===== src/include/eeio_pkg.sv =====
// Constants, types and layouts for the EEPROM access and I/O space block
package eeio_pkg;

  localparam int unsigned EE_AW    = 9;
  localparam int unsigned EE_DEPTH = 512;
  localparam int unsigned IO_AW    = 6;
  localparam int unsigned APB_AW   = 12;

  // APB window regions, selected by paddr[11:10]
  localparam logic [1:0] REG_DIRECT = 2'h0;
  localparam logic [1:0] REG_DSPACE = 2'h1;
  localparam logic [1:0] REG_BITOP  = 2'h2;

  // I/O space limits
  localparam logic [6:0] DS_IO_BASE  = 7'h20;
  localparam logic [6:0] DS_IO_LAST  = 7'h5f;
  localparam logic [5:0] IO_BIT_LAST = 6'h1f;

  // I/O addresses of the block registers
  localparam logic [5:0] IO_EE_STAT = 6'h1b;
  localparam logic [5:0] IO_EE_CTRL = 6'h1c;
  localparam logic [5:0] IO_EE_DATA = 6'h1d;
  localparam logic [5:0] IO_EE_ADRL = 6'h1e;
  localparam logic [5:0] IO_EE_ADRH = 6'h1f;

  // Bit positions in eeprom_control and status
  localparam int unsigned CTRL_RE   = 0;
  localparam int unsigned CTRL_WE   = 1;
  localparam int unsigned CTRL_MWE  = 2;
  localparam int unsigned CTRL_RIE  = 3;
  localparam int unsigned STAT_DONE = 0;

  // Bit-operation command word fields
  localparam int unsigned BOP_BIT_LSB = 8;
  localparam int unsigned BOP_OP_LSB  = 16;

  // Cycle counts
  localparam logic [2:0] MWE_HOLD = 3'h4;
  localparam logic [2:0] HALT_RD  = 3'h4;
  localparam logic [2:0] HALT_WR  = 3'h2;
  localparam int unsigned WR_RC_CYCLES = 8448;
  localparam int unsigned WR_CNT_W     = 14;

  // Values after reset
  localparam logic [8:0] ADDR_RST = 9'h000;
  localparam logic [7:0] DATA_RST = 8'h00;

  typedef enum logic [1:0] {
    BOP_SET  = 2'h0,
    BOP_CLR  = 2'h1,
    BOP_TEST = 2'h2
  } eeio_bitop_e;

  typedef enum logic [1:0] {
    ENG_IDLE = 2'b01,
    ENG_PROG = 2'b10
  } eeio_eng_e;

  typedef struct packed {
    logic       en;
    logic [5:0] addr;
    logic [7:0] data;
  } eeio_iowr_s;

  typedef struct packed {
    logic [8:0] addr;
    logic [7:0] data;
  } eeio_wreq_s;

endpackage : eeio_pkg


===== src/rtl/eeio_wr_engine.sv =====
// Timed EEPROM byte-write engine, kept alive across bus reset
`timescale 1ns/1ps
module eeio_wr_engine #(
  parameter int unsigned WR_RC_CYCLES = eeio_pkg::WR_RC_CYCLES
) (
  input  wire logic                pclk,       // CPU clock
  input  wire logic                por_rst_n,  // Power-on reset, async
  input  wire logic                ce,         // Clock enable
  input  wire logic                rc_osc_clk, // Calibrated RC oscillator pin
  input  wire logic                start,      // Start one write
  input  eeio_pkg::eeio_wreq_s     req,        // Address and data to write
  output logic                     busy,       // Write in progress
  output logic                     done,       // Write finished pulse
  output eeio_pkg::eeio_wreq_s     wr          // Latched address and data
);

  localparam int unsigned CNT_W = eeio_pkg::WR_CNT_W;
  localparam logic [CNT_W-1:0] LAST = CNT_W'(WR_RC_CYCLES - 1);

  logic                            rc_s1_q;
  logic                            rc_s2_q;
  logic                            rc_s3_q;
  logic                            tick;
  eeio_pkg::eeio_eng_e             state_q;
  logic [eeio_pkg::WR_CNT_W-1:0]   cnt_q;
  logic                            done_q;
  eeio_pkg::eeio_wreq_s            wr_q;

  // Oscillator pin synchroniser
  always_ff @(posedge pclk or negedge por_rst_n) begin
    if (!por_rst_n) begin
      rc_s1_q <= 1'b0;
      rc_s2_q <= 1'b0;
      rc_s3_q <= 1'b0;
    end else if (ce) begin
      rc_s1_q <= rc_osc_clk;
      rc_s2_q <= rc_s1_q;
      rc_s3_q <= rc_s2_q;
    end
  end

  assign tick = rc_s2_q & ~rc_s3_q;

  always_ff @(posedge pclk or negedge por_rst_n) begin
    if (!por_rst_n) begin
      state_q <= eeio_pkg::ENG_IDLE;
      cnt_q   <= '0;
      done_q  <= 1'b0;
      wr_q    <= '0;
    end else if (ce) begin
      done_q <= 1'b0;
      case (state_q)
        eeio_pkg::ENG_IDLE: begin
          if (start) begin
            state_q <= eeio_pkg::ENG_PROG;
            cnt_q   <= '0;
            wr_q    <= req;
          end
        end
        eeio_pkg::ENG_PROG: begin
          if (tick) begin
            if (cnt_q == LAST) begin
              state_q <= eeio_pkg::ENG_IDLE;
              done_q  <= 1'b1;
            end else begin
              cnt_q <= cnt_q + 1'b1;
            end
          end
        end
        default: state_q <= eeio_pkg::ENG_IDLE;
      endcase
    end
  end

  assign busy = (state_q == eeio_pkg::ENG_PROG);
  assign done = done_q;
  assign wr   = wr_q;

endmodule : eeio_wr_engine


===== src/rtl/eeio_top.sv =====
// EEPROM access logic behind an APB view of the I/O register space
//
// Functional notes
// - Write continues through power-down entry
// - Oscillator kept running after such write
// - Reset does not abort a running write
// - Direct I/O addresses 0x00 to 0x3F
// - Data-space view adds 0x20 to address
// - Bit ops only on 0x00 to 0x1F
// - Flag clears on writing one
// - Bit ops rewrite whole register
// - Master enable clears after four cycles
// - Write strobe clears after 8448 RC cycles
// - Nine-bit address, upper high bits zero
// - CPU halted four after read, two after write
//
// Local design decisions: the register addresses and the APB interface to the registers.
`timescale 1ns/1ps
module eeio_top #(
  parameter int unsigned WR_RC_CYCLES = eeio_pkg::WR_RC_CYCLES
) (
  input  wire logic        pclk,             // CPU clock, 50 MHz
  input  wire logic        presetn,          // Bus reset, async, active low
  input  wire logic        por_rst_n,        // Power-on reset for write engine
  input  wire logic        ce,               // Clock enable, freezes state
  input  wire logic        psel,             // APB select
  input  wire logic        penable,          // APB enable
  input  wire logic        pwrite,           // APB direction
  input  wire logic [11:0] paddr,            // APB byte address
  input  wire logic [31:0] pwdata,           // APB write data
  output logic             pready,           // APB ready
  output logic [31:0]      prdata,           // APB read data
  output logic             pslverr,          // APB error
  input  wire logic        rc_osc_clk,       // Calibrated RC oscillator pin
  input  wire logic        pd_req,           // Power-down sleep requested
  output logic             cpu_halt,         // Core halt after strobe
  output logic             osc_keep_running, // Oscillator held on
  output logic             pd_entered        // Power-down fully entered
);

  logic        pready_q;
  logic [31:0] prdata_q;
  logic        pslverr_q;
  logic [8:0]  addr_q;
  logic [7:0]  data_q;
  logic        rie_q;
  logic [2:0]  mwe_cnt_q;
  logic        done_flag_q;
  logic        bit_test_q;
  logic [2:0]  halt_cnt_q;
  logic [2:0]  halt_d;
  logic        cpu_halt_q;
  logic        pd_req_q;
  logic        pd_wr_q;
  logic        osc_keep_q;
  logic        pd_entered_q;
  logic [7:0]  mem [eeio_pkg::EE_DEPTH];

  logic                 busy;
  logic                 done;
  eeio_pkg::eeio_wreq_s wr;
  eeio_pkg::eeio_wreq_s wreq;
  eeio_pkg::eeio_iowr_s iowr;

  logic [1:0]  region;
  logic [6:0]  ds_idx;
  logic [5:0]  io_idx;
  logic        hit;
  logic        acc;
  logic [5:0]  bop_addr;
  logic [2:0]  bop_bit;
  logic [1:0]  bop_op;
  logic [7:0]  bop_rd;
  logic [7:0]  ctrl_rd;
  logic [7:0]  stat_rd;
  logic [31:0] rd_word;
  logic        ctl_wr;
  logic        wr_start;
  logic        rd_start;

  // Byte read of one I/O register; unmapped addresses read zero
  function automatic logic [7:0] io_read(
    input logic [5:0] idx,
    input logic [8:0] adr,
    input logic [7:0] dat,
    input logic [7:0] ctl,
    input logic [7:0] sts
  );
    logic [7:0] r;
    r = 8'h00;
    case (idx)
      eeio_pkg::IO_EE_ADRH: r = {7'h00, adr[8]};
      eeio_pkg::IO_EE_ADRL: r = adr[7:0];
      eeio_pkg::IO_EE_DATA: r = dat;
      eeio_pkg::IO_EE_CTRL: r = ctl;
      eeio_pkg::IO_EE_STAT: r = sts;
      default:              r = 8'h00;
    endcase
    return r;
  endfunction : io_read

  eeio_wr_engine #(
    .WR_RC_CYCLES (WR_RC_CYCLES)
  ) u_engine (
    .pclk       (pclk),
    .por_rst_n  (por_rst_n),
    .ce         (ce),
    .rc_osc_clk (rc_osc_clk),
    .start      (wr_start),
    .req        (wreq),
    .busy       (busy),
    .done       (done),
    .wr         (wr)
  );

  always_comb begin
    ctrl_rd = 8'h00;
    ctrl_rd[eeio_pkg::CTRL_RIE] = rie_q;
    ctrl_rd[eeio_pkg::CTRL_MWE] = (mwe_cnt_q != 3'h0);
    ctrl_rd[eeio_pkg::CTRL_WE]  = busy;
    stat_rd = 8'h00;
    stat_rd[eeio_pkg::STAT_DONE] = done_flag_q;
  end

  // Address decode and I/O write source
  always_comb begin
    region   = paddr[11:10];
    ds_idx   = paddr[8:2];
    io_idx   = paddr[7:2];
    bop_addr = pwdata[5:0];
    bop_bit  = pwdata[eeio_pkg::BOP_BIT_LSB +: 3];
    bop_op   = pwdata[eeio_pkg::BOP_OP_LSB +: 2];
    bop_rd   = io_read(bop_addr, addr_q, data_q, ctrl_rd, stat_rd);
    acc      = psel & penable & pready_q;
    hit      = 1'b0;
    rd_word  = 32'h0000_0000;
    iowr     = '0;
    case (region)
      eeio_pkg::REG_DIRECT: begin
        hit     = (paddr[9:8] == 2'h0);
        rd_word = {24'h000000, io_read(io_idx, addr_q, data_q, ctrl_rd, stat_rd)};
      end
      eeio_pkg::REG_DSPACE: begin
        hit     = ~paddr[9] && (ds_idx >= eeio_pkg::DS_IO_BASE) &&
                  (ds_idx <= eeio_pkg::DS_IO_LAST);
        io_idx  = 6'(ds_idx - eeio_pkg::DS_IO_BASE);
        rd_word = {24'h000000, io_read(io_idx, addr_q, data_q, ctrl_rd, stat_rd)};
      end
      eeio_pkg::REG_BITOP: begin
        hit     = (paddr[9:2] == 8'h00) &&
                  (!pwrite || ((bop_addr <= eeio_pkg::IO_BIT_LAST) && (bop_op != 2'h3)));
        rd_word = {31'h0000_0000, bit_test_q};
      end
      default: hit = 1'b0;
    endcase
    if (acc && pwrite && hit) begin
      if (region != eeio_pkg::REG_BITOP) begin
        iowr.en   = 1'b1;
        iowr.addr = io_idx;
        iowr.data = pwdata[7:0];
      end else if (bop_op != eeio_pkg::BOP_TEST) begin
        iowr.en   = 1'b1;
        iowr.addr = bop_addr;
        iowr.data = (bop_op == eeio_pkg::BOP_SET) ? (bop_rd | (8'h01 << bop_bit)) :
                                                    (bop_rd & ~(8'h01 << bop_bit));
      end
    end
  end

  assign ctl_wr   = iowr.en && (iowr.addr == eeio_pkg::IO_EE_CTRL);
  assign wr_start = ctl_wr && iowr.data[eeio_pkg::CTRL_WE] && (mwe_cnt_q != 3'h0) && !busy;
  assign rd_start = ctl_wr && iowr.data[eeio_pkg::CTRL_RE] && !busy;
  assign wreq     = '{addr: addr_q, data: data_q};

  // APB slave, one wait state
  always_ff @(posedge pclk or negedge presetn) begin
    if (!presetn) begin
      pready_q   <= 1'b0;
      prdata_q   <= 32'h0000_0000;
      pslverr_q  <= 1'b0;
      bit_test_q <= 1'b0;
    end else if (ce) begin
      if (psel && penable && !pready_q) begin
        pready_q  <= 1'b1;
        prdata_q  <= hit ? rd_word : 32'h0000_0000;
        pslverr_q <= ~hit;
      end else begin
        pready_q  <= 1'b0;
        pslverr_q <= 1'b0;
      end
      if (acc && pwrite && hit && region == eeio_pkg::REG_BITOP &&
          bop_op == eeio_pkg::BOP_TEST) begin
        bit_test_q <= bop_rd[bop_bit];
      end
    end
  end

  // Address held while a write runs
  always_ff @(posedge pclk or negedge presetn) begin
    if (!presetn) begin
      addr_q <= eeio_pkg::ADDR_RST;
    end else if (ce && iowr.en && !busy) begin
      if (iowr.addr == eeio_pkg::IO_EE_ADRH) begin
        addr_q[8] <= iowr.data[0];
      end else if (iowr.addr == eeio_pkg::IO_EE_ADRL) begin
        addr_q[7:0] <= iowr.data;
      end
    end
  end

  // Data byte, loaded by software or by a read strobe
  always_ff @(posedge pclk or negedge presetn) begin
    if (!presetn) begin
      data_q <= eeio_pkg::DATA_RST;
    end else if (ce) begin
      if (rd_start) begin
        data_q <= mem[addr_q];
      end else if (iowr.en && iowr.addr == eeio_pkg::IO_EE_DATA) begin
        data_q <= iowr.data;
      end
    end
  end

  // Nonvolatile array
  always_ff @(posedge pclk) begin
    if (ce && done) begin
      mem[wr.addr] <= wr.data;
    end
  end

  // Control bits
  always_ff @(posedge pclk or negedge presetn) begin
    if (!presetn) begin
      rie_q     <= 1'b0;
      mwe_cnt_q <= 3'h0;
    end else if (ce) begin
      if (ctl_wr) begin
        rie_q <= iowr.data[eeio_pkg::CTRL_RIE];
      end
      if (ctl_wr && iowr.data[eeio_pkg::CTRL_MWE]) begin
        mwe_cnt_q <= eeio_pkg::MWE_HOLD;
      end else if (mwe_cnt_q != 3'h0) begin
        mwe_cnt_q <= mwe_cnt_q - 3'h1;
      end
    end
  end

  // Write-done flag; a new completion beats a clear
  always_ff @(posedge pclk or negedge presetn) begin
    if (!presetn) begin
      done_flag_q <= 1'b0;
    end else if (ce) begin
      if (done) begin
        done_flag_q <= 1'b1;
      end else if (iowr.en && iowr.addr == eeio_pkg::IO_EE_STAT &&
                   iowr.data[eeio_pkg::STAT_DONE]) begin
        done_flag_q <= 1'b0;
      end
    end
  end

  always_comb begin
    if (rd_start) begin
      halt_d = eeio_pkg::HALT_RD;
    end else if (wr_start) begin
      halt_d = eeio_pkg::HALT_WR;
    end else if (halt_cnt_q != 3'h0) begin
      halt_d = halt_cnt_q - 3'h1;
    end else begin
      halt_d = 3'h0;
    end
  end

  always_ff @(posedge pclk or negedge presetn) begin
    if (!presetn) begin
      halt_cnt_q <= 3'h0;
      cpu_halt_q <= 1'b0;
    end else if (ce) begin
      halt_cnt_q <= halt_d;
      cpu_halt_q <= (halt_d != 3'h0);
    end
  end

  // Power-down entry with a write in flight
  always_ff @(posedge pclk or negedge presetn) begin
    if (!presetn) begin
      pd_req_q     <= 1'b0;
      pd_wr_q      <= 1'b0;
      osc_keep_q   <= 1'b0;
      pd_entered_q <= 1'b0;
    end else if (ce) begin
      pd_req_q <= pd_req;
      if (!pd_req) begin
        pd_wr_q <= 1'b0;
      end else if (!pd_req_q && busy) begin
        pd_wr_q <= 1'b1;
      end
      if (!pd_req) begin
        osc_keep_q <= 1'b0;
      end else if (done && pd_wr_q) begin
        osc_keep_q <= 1'b1;
      end
      pd_entered_q <= pd_req && !busy && !pd_wr_q && !osc_keep_q;
    end
  end

  assign pready           = pready_q;
  assign prdata           = prdata_q;
  assign pslverr          = pslverr_q;
  assign cpu_halt         = cpu_halt_q;
  assign osc_keep_running = osc_keep_q;
  assign pd_entered       = pd_entered_q;

endmodule : eeio_top


===== config.mk =====
export PLATFORM = sky130hd
export DESIGN_NAME = eeio_top
export DESIGN_NICKNAME = d
export VERILOG_FILES = /design/src/include/eeio_pkg.sv /design/src/rtl/eeio_wr_engine.sv /design/src/rtl/eeio_top.sv
export SDC_FILE = /design/constraint.sdc
export NUM_CORES = 2
export LEC_CHECK = 0
export BUFFER_PORTS_ARGS = -buffer_cell sky130_fd_sc_hd__clkbuf_2
export CAP_MARGIN = 15
export CORE_UTILIZATION = 45
export CTS_CLUSTER_DIAMETER = 40
export DETAILED_ROUTE_END_ITERATION = 8
export PLACE_DENSITY = 0.67
export SYNTH_ARGS = -nofsm -noshare
export SYNTH_HDL_FRONTEND = slang
export SYNTH_SLANG_ARGS = --single-unit

===== constraint.sdc =====
create_clock -name pclk -period 9.8 [get_ports pclk]
set_input_delay 0.49 -clock pclk [delete_from_list [all_inputs] [get_ports pclk]]
set_output_delay 0.49 -clock pclk [all_outputs]
set_load 0.02 [all_outputs]

==> flow_results.org <==
** Min path
- End of the worst hold path :: pslverr
- Min-Delay Startpoint :: psel
- The worst hold path passes through 3 cells.
- The path class of the tightest hold or removal check is in -> reg.

** Timing
- Fmax :: 169.5 MHz
- Final worst-path cycle share :: 0.6019
- The count of final hold-check violations came to 0.
- Counting I/O delays and the setup requirement, the final critical path takes 5.898 ns.
- Final Setup Violations :: 0
- The clock arrives with 0.05480 ns of skew.
- Slew Viols, Final :: 0
- Total Negative Setup Slacks :: 0 ns
- At the pin with the least slew margin, the transition time is 1.491 ns.
- Setup repair after global routing missed its margin :: no
- The worst pin sits at a relative slew slack of 0.006039.

** Logic synthesis
- Synth warnings :: 0
- The synthesized design contains 4096 enable-type register cells.
- Yosys attributes the largest share of cell area to sky130_fd_sc_hd__edfxtp_1 (74%), sky130_fd_sc_hd__mux4_2 (9.4%), sky130_fd_sc_hd__mux2i_1 (4.4%).
- The synthesized netlist contains 87 unique library cells.
- Ys async rst share :: 0.01869
- Counting every instance in the synthesized netlist gives 8541.
- Seq cells post-synth :: 4174
- For this run, the leading register cell type out of synthesis is sky130_fd_sc_hd__edfxtp_1.
- Of the post-synthesis cell area, the dominant cell type holds 0.7442.
- Biggest area consumer among synthesized cells :: sky130_fd_sc_hd__edfxtp_1
- Mean area per synthesized cell :: 19.35 µm²
- For this run, the register share of the synthesized area comes to 0.7560.
- The mapped netlist covers 165300 µm².

** Drt
- Number of routed nets with antenna violations :: 0
- After detailed routing, the total wire length is 429600 µm.
- Dividing the detail-routed wire length by the instance count gives 30.88 µm.
- Using the TritonRoute via totals, the vias-per-cell ratio works out to 6.211.
- After detailed routing, the number of remaining DRC violations is 0.
- Iteration count of the initial detailed-routing pass :: 8
- DRT iter0 DRCs :: 12.04k
- For this block, the via count after detailed routing is 86.41k.

** Clock tree
- The root buffer cell chosen for the clock tree is sky130_fd_sc_hd__clkbuf_16.
- The clock net in this run drives a total of 4174 sinks.
- Number of resized instances in the post-cts repair step :: 0
- TritonCTS built the clock tree.
- TritonCTS created 467 clock buffers.
- CTS H-tree depth :: 5
- Clock-pin slew was measured on the worst setup and hold paths at 0.06 ns.
- The clock passes through at most 4 buffers.
- Clock latency on the worst-skew pair :: 0.99 ns

** Final layout
- Final Util :: 0.5075
- For this run, the number of standard cells in the final layout without fillers is 13.91k.
- Of the cells placed in the final design, the portion with a size suffix greater than 1 is 0.1919.
- Relative to the synthesized area, the layout overhead comes to 12.25%.
- Net total in the final layout :: 8739

** Worst setup path
- Data on the critical path arrives at its endpoint at 6.80 ns.
- Number of cells on the worst reg-to-reg path :: 11
- For the worst setup path, the data required time is 10.70 ns.
- Along the worst path, the maximum fanout reaches 90.
- Grouping stages by cell kind, the critical path spends the most delay in simple AND/OR/NAND/NOR gates.
- Critical path startpoint category :: register
- Cell breakdown of the critical path :: buf_4, nand2b_4, buf_4, buf_12, o221ai_1, nor3_1, nor4_1, o2111ai_1, nor4_1, nand4_1, a31oi_1
- Setup crit end kind :: register
- Critical path buffers and inverters :: 3
- On the critical path, the stage with the largest delay is an instance of sky130_fd_sc_hd__dfrtp_4.
- Classification of the worst setup path :: reg -> reg
- Worst reg2reg endpoint :: data_q[1]
- The worst register-to-register path begins at addr_q[1].
- Register-to-Register Setup Slack :: 3.90 ns
- For this run, the slowest stage of the critical path takes 0.91 ns.
- The critical path crosses 11 cells after its start point.

** Die
- For this configuration, the core starts out at a cell density of 0.4521.
- After floorplanning, the core was divided into 222 placement rows.
- For this design the top-level I/O count stands at 90.
- Std-Cell Core Area :: 365500 µm²
- The floorplan step defined a die boundary enclosing 369700 µm².
- Die outline height :: 608.0 µm
- Width of the die :: 608.0 µm

** GRT
- Initial antenna violation count :: 23
- Entering global routing, the biggest net connects 223 pins.
- Vias in the first global route :: 85.59k
- Total routing resource utilization after global routing :: 0.2276
- The first global-routing pass estimated 613900 µm of wire.
- After global routing the overflow that remains totals 0.

** Placed design
- The count of buffers added on input and output ports is 44.
- Routability-driven placement finished with a final weighted congestion of 0.9145.
- Number of placed cells counting well taps :: 13.02k
- Summed over all nets, the half-perimeter wirelength after detailed placement is 252500 µm.

** Run status
- The flow ran to the end, and the final reports show no timing, DRC or antenna violations.

** Power
- Logic gate share of total power :: 0.003
- Sequential Power Share :: 0.521
- The internal portion of the total power is 29730 µW.
- Max rail drop VDD :: 0.1497 mV
- In this run the power spent charging and discharging nets is 7313 µW.
- Power per cell area :: 199.7 nW/µm²
- Part of the total power dissipated in the clock network :: 0.476
- Of the total power, the share spent switching nets is 0.1974.
- Static leakage power :: 0.04796 µW

** Flow run
- Across the run, the number of max-cap violations was 0.
==> power groups by stage <==
stage | clock, µW | combinational [µW] | sequential, µW
2_1_floorplan | 0 | 66.0 | 19700
3_3_place_gp | 0 | 93.8 | 19700
3_5_place_dp | 0 | 93.6 | 19700
4_1_cts | 17800 | 96.9 | 19300
5_1_grt | 18400 | 107 | 19300
6_report | 17600 | 97.7 | 19300
==> per-stage QoR <==
stage               instance area, µm²  power, µW  setup WS, ns  hold WS (ns)
floorplan                       165400      19750         2.331        0.1944
global placement                169600      19780         4.108        0.4656
detailed placement              169600      19780         4.077        0.4688
CTS                             185500      37180         4.065       0.01847
global route                    185500      37840         3.696       0.07655
finish                          185500      37040         3.902       0.07757
==> state kept, by name, summed over array words and instances (netlist names), 2 cells and up <==
name and cells:
data_q 8, prdata 8, halt_cnt_q 3, addr_q 9, mem 4096, u_engine.cnt_q 14, u_engine.wr 17, u_engine.state_q 2
mwe_cnt_q 3
==> cells in the mapped netlist, types with 14 or more instances <==
library cell / count
sky130_fd_sc_hd__a211o_1: 14
sky130_fd_sc_hd__a211oi_1: 58
sky130_fd_sc_hd__a21oi_1: 102
sky130_fd_sc_hd__a22o_1: 16
sky130_fd_sc_hd__a22oi_1: 39
sky130_fd_sc_hd__a31oi_1: 19
sky130_fd_sc_hd__and2_1: 14
sky130_fd_sc_hd__and3_1: 21
sky130_fd_sc_hd__buf_1: 34
sky130_fd_sc_hd__buf_12: 19
sky130_fd_sc_hd__buf_2: 109
sky130_fd_sc_hd__buf_4: 83
sky130_fd_sc_hd__buf_6: 78
sky130_fd_sc_hd__buf_8: 21
sky130_fd_sc_hd__clkbuf_1: 223
sky130_fd_sc_hd__dfrtp_1: 77
sky130_fd_sc_hd__edfxtp_1: 4096
sky130_fd_sc_hd__inv_1: 23
sky130_fd_sc_hd__mux2_2: 38
sky130_fd_sc_hd__mux2i_1: 724
sky130_fd_sc_hd__mux4_1: 15
sky130_fd_sc_hd__mux4_2: 690
sky130_fd_sc_hd__nand2_1: 221
sky130_fd_sc_hd__nand3_1: 78
sky130_fd_sc_hd__nand4_1: 34
sky130_fd_sc_hd__nor2_1: 630
sky130_fd_sc_hd__nor2b_1: 21
sky130_fd_sc_hd__nor3_1: 181
sky130_fd_sc_hd__nor4_1: 76
sky130_fd_sc_hd__o2111ai_1: 18
sky130_fd_sc_hd__o21ai_0: 143
sky130_fd_sc_hd__o221ai_1: 177
sky130_fd_sc_hd__o22ai_1: 213
==> worst min-delay path: cells and delay by family <==
family,cells,cell delay (ns)
simple gates,1,0.31
buf+inv,1,0.09
compound gates,1,0.10
==> cell type report <==
| cell class | instances | area, µm² |
|---|---|---|
| clock buffer | 538 | 12060 |
| fill | 28640 | 180000 |
| sequential | 4174 | 125000 |
| tap | 4816 | 6026 |
| antenna | 7 | 17.52 |
| multi-input combinational | 3795 | 36780 |
| timing repair buffer | 219 | 1836 |
| clock inverter | 338 | 3689 |
| inverter | 26 | 107.6 |
==> metal layers <==
metal  track usage  vias up  wire length [µm]
li1              -    35540                 -
met1        0.3164    45220            165900
met2        0.3562     4830            201600
met3       0.05152      817             46180
met4       0.07769        6             15900
met5             0        -                39
==> layout by cell type (no fill, tap or decap), types with 24 or more instances in the layout <==
master	count
sky130_fd_sc_hd__a211oi_1	58
sky130_fd_sc_hd__a22oi_1	39
sky130_fd_sc_hd__mux2i_1	724
sky130_fd_sc_hd__conb_1	24
sky130_fd_sc_hd__buf_4	140
sky130_fd_sc_hd__nor4_1	76
sky130_fd_sc_hd__clkinv_2	63
sky130_fd_sc_hd__dfrtp_1	64
sky130_fd_sc_hd__nand4_1	34
sky130_fd_sc_hd__mux2_2	38
sky130_fd_sc_hd__nor3_1	181
sky130_fd_sc_hd__mux4_2	690
sky130_fd_sc_hd__nand2_1	209
sky130_fd_sc_hd__clkbuf_16	472
sky130_fd_sc_hd__a21oi_1	102
sky130_fd_sc_hd__edfxtp_1	4096
sky130_fd_sc_hd__nand3_1	73
sky130_fd_sc_hd__clkinvlp_4	53
sky130_fd_sc_hd__o21ai_0	142
sky130_fd_sc_hd__clkbuf_1	66
sky130_fd_sc_hd__clkinv_4	31
sky130_fd_sc_hd__clkbuf_2	45
sky130_fd_sc_hd__clkinv_1	74
sky130_fd_sc_hd__nor2_1	627
sky130_fd_sc_hd__bufinv_16	56
sky130_fd_sc_hd__inv_6	37
sky130_fd_sc_hd__o22ai_1	213
sky130_fd_sc_hd__o221ai_1	177
==> how the worst max path moves through the flow <==
stage / endpoint / startpoint / slack [ns]
final: data_q[1] / addr_q[1] / 3.90
after global routing: data_q[7] / addr_q[0] / 3.70
after CTS: data_q[7] / addr_q[0] / 4.07
after detailed placement: data_q[1] / addr_q[1] / 4.08
after global placement: data_q[6] / addr_q[1] / 4.11
after floorplan: mem[0][5] / u_engine.wr[5] / 2.33
==> timing repair <==
action                                 4_1_cts  5_1_grt
setup buffers                                0        0
endpoints found under the hold margin       88        0
hold buffers                                12        0
==> logic make-up after synthesis <==
logic type,share of synthesized area
AOI/OAI and AO/OA,0.03927
xor gates and xnor gates,0.00005300
adders and majority gates,0.0002271
buffers and inverters,0.02308
DFF,0.7560
muxes,0.1435
other,0.00002269
and+or+nand+nor,0.03783
Note: power is estimated with default switching activity, not from simulation.
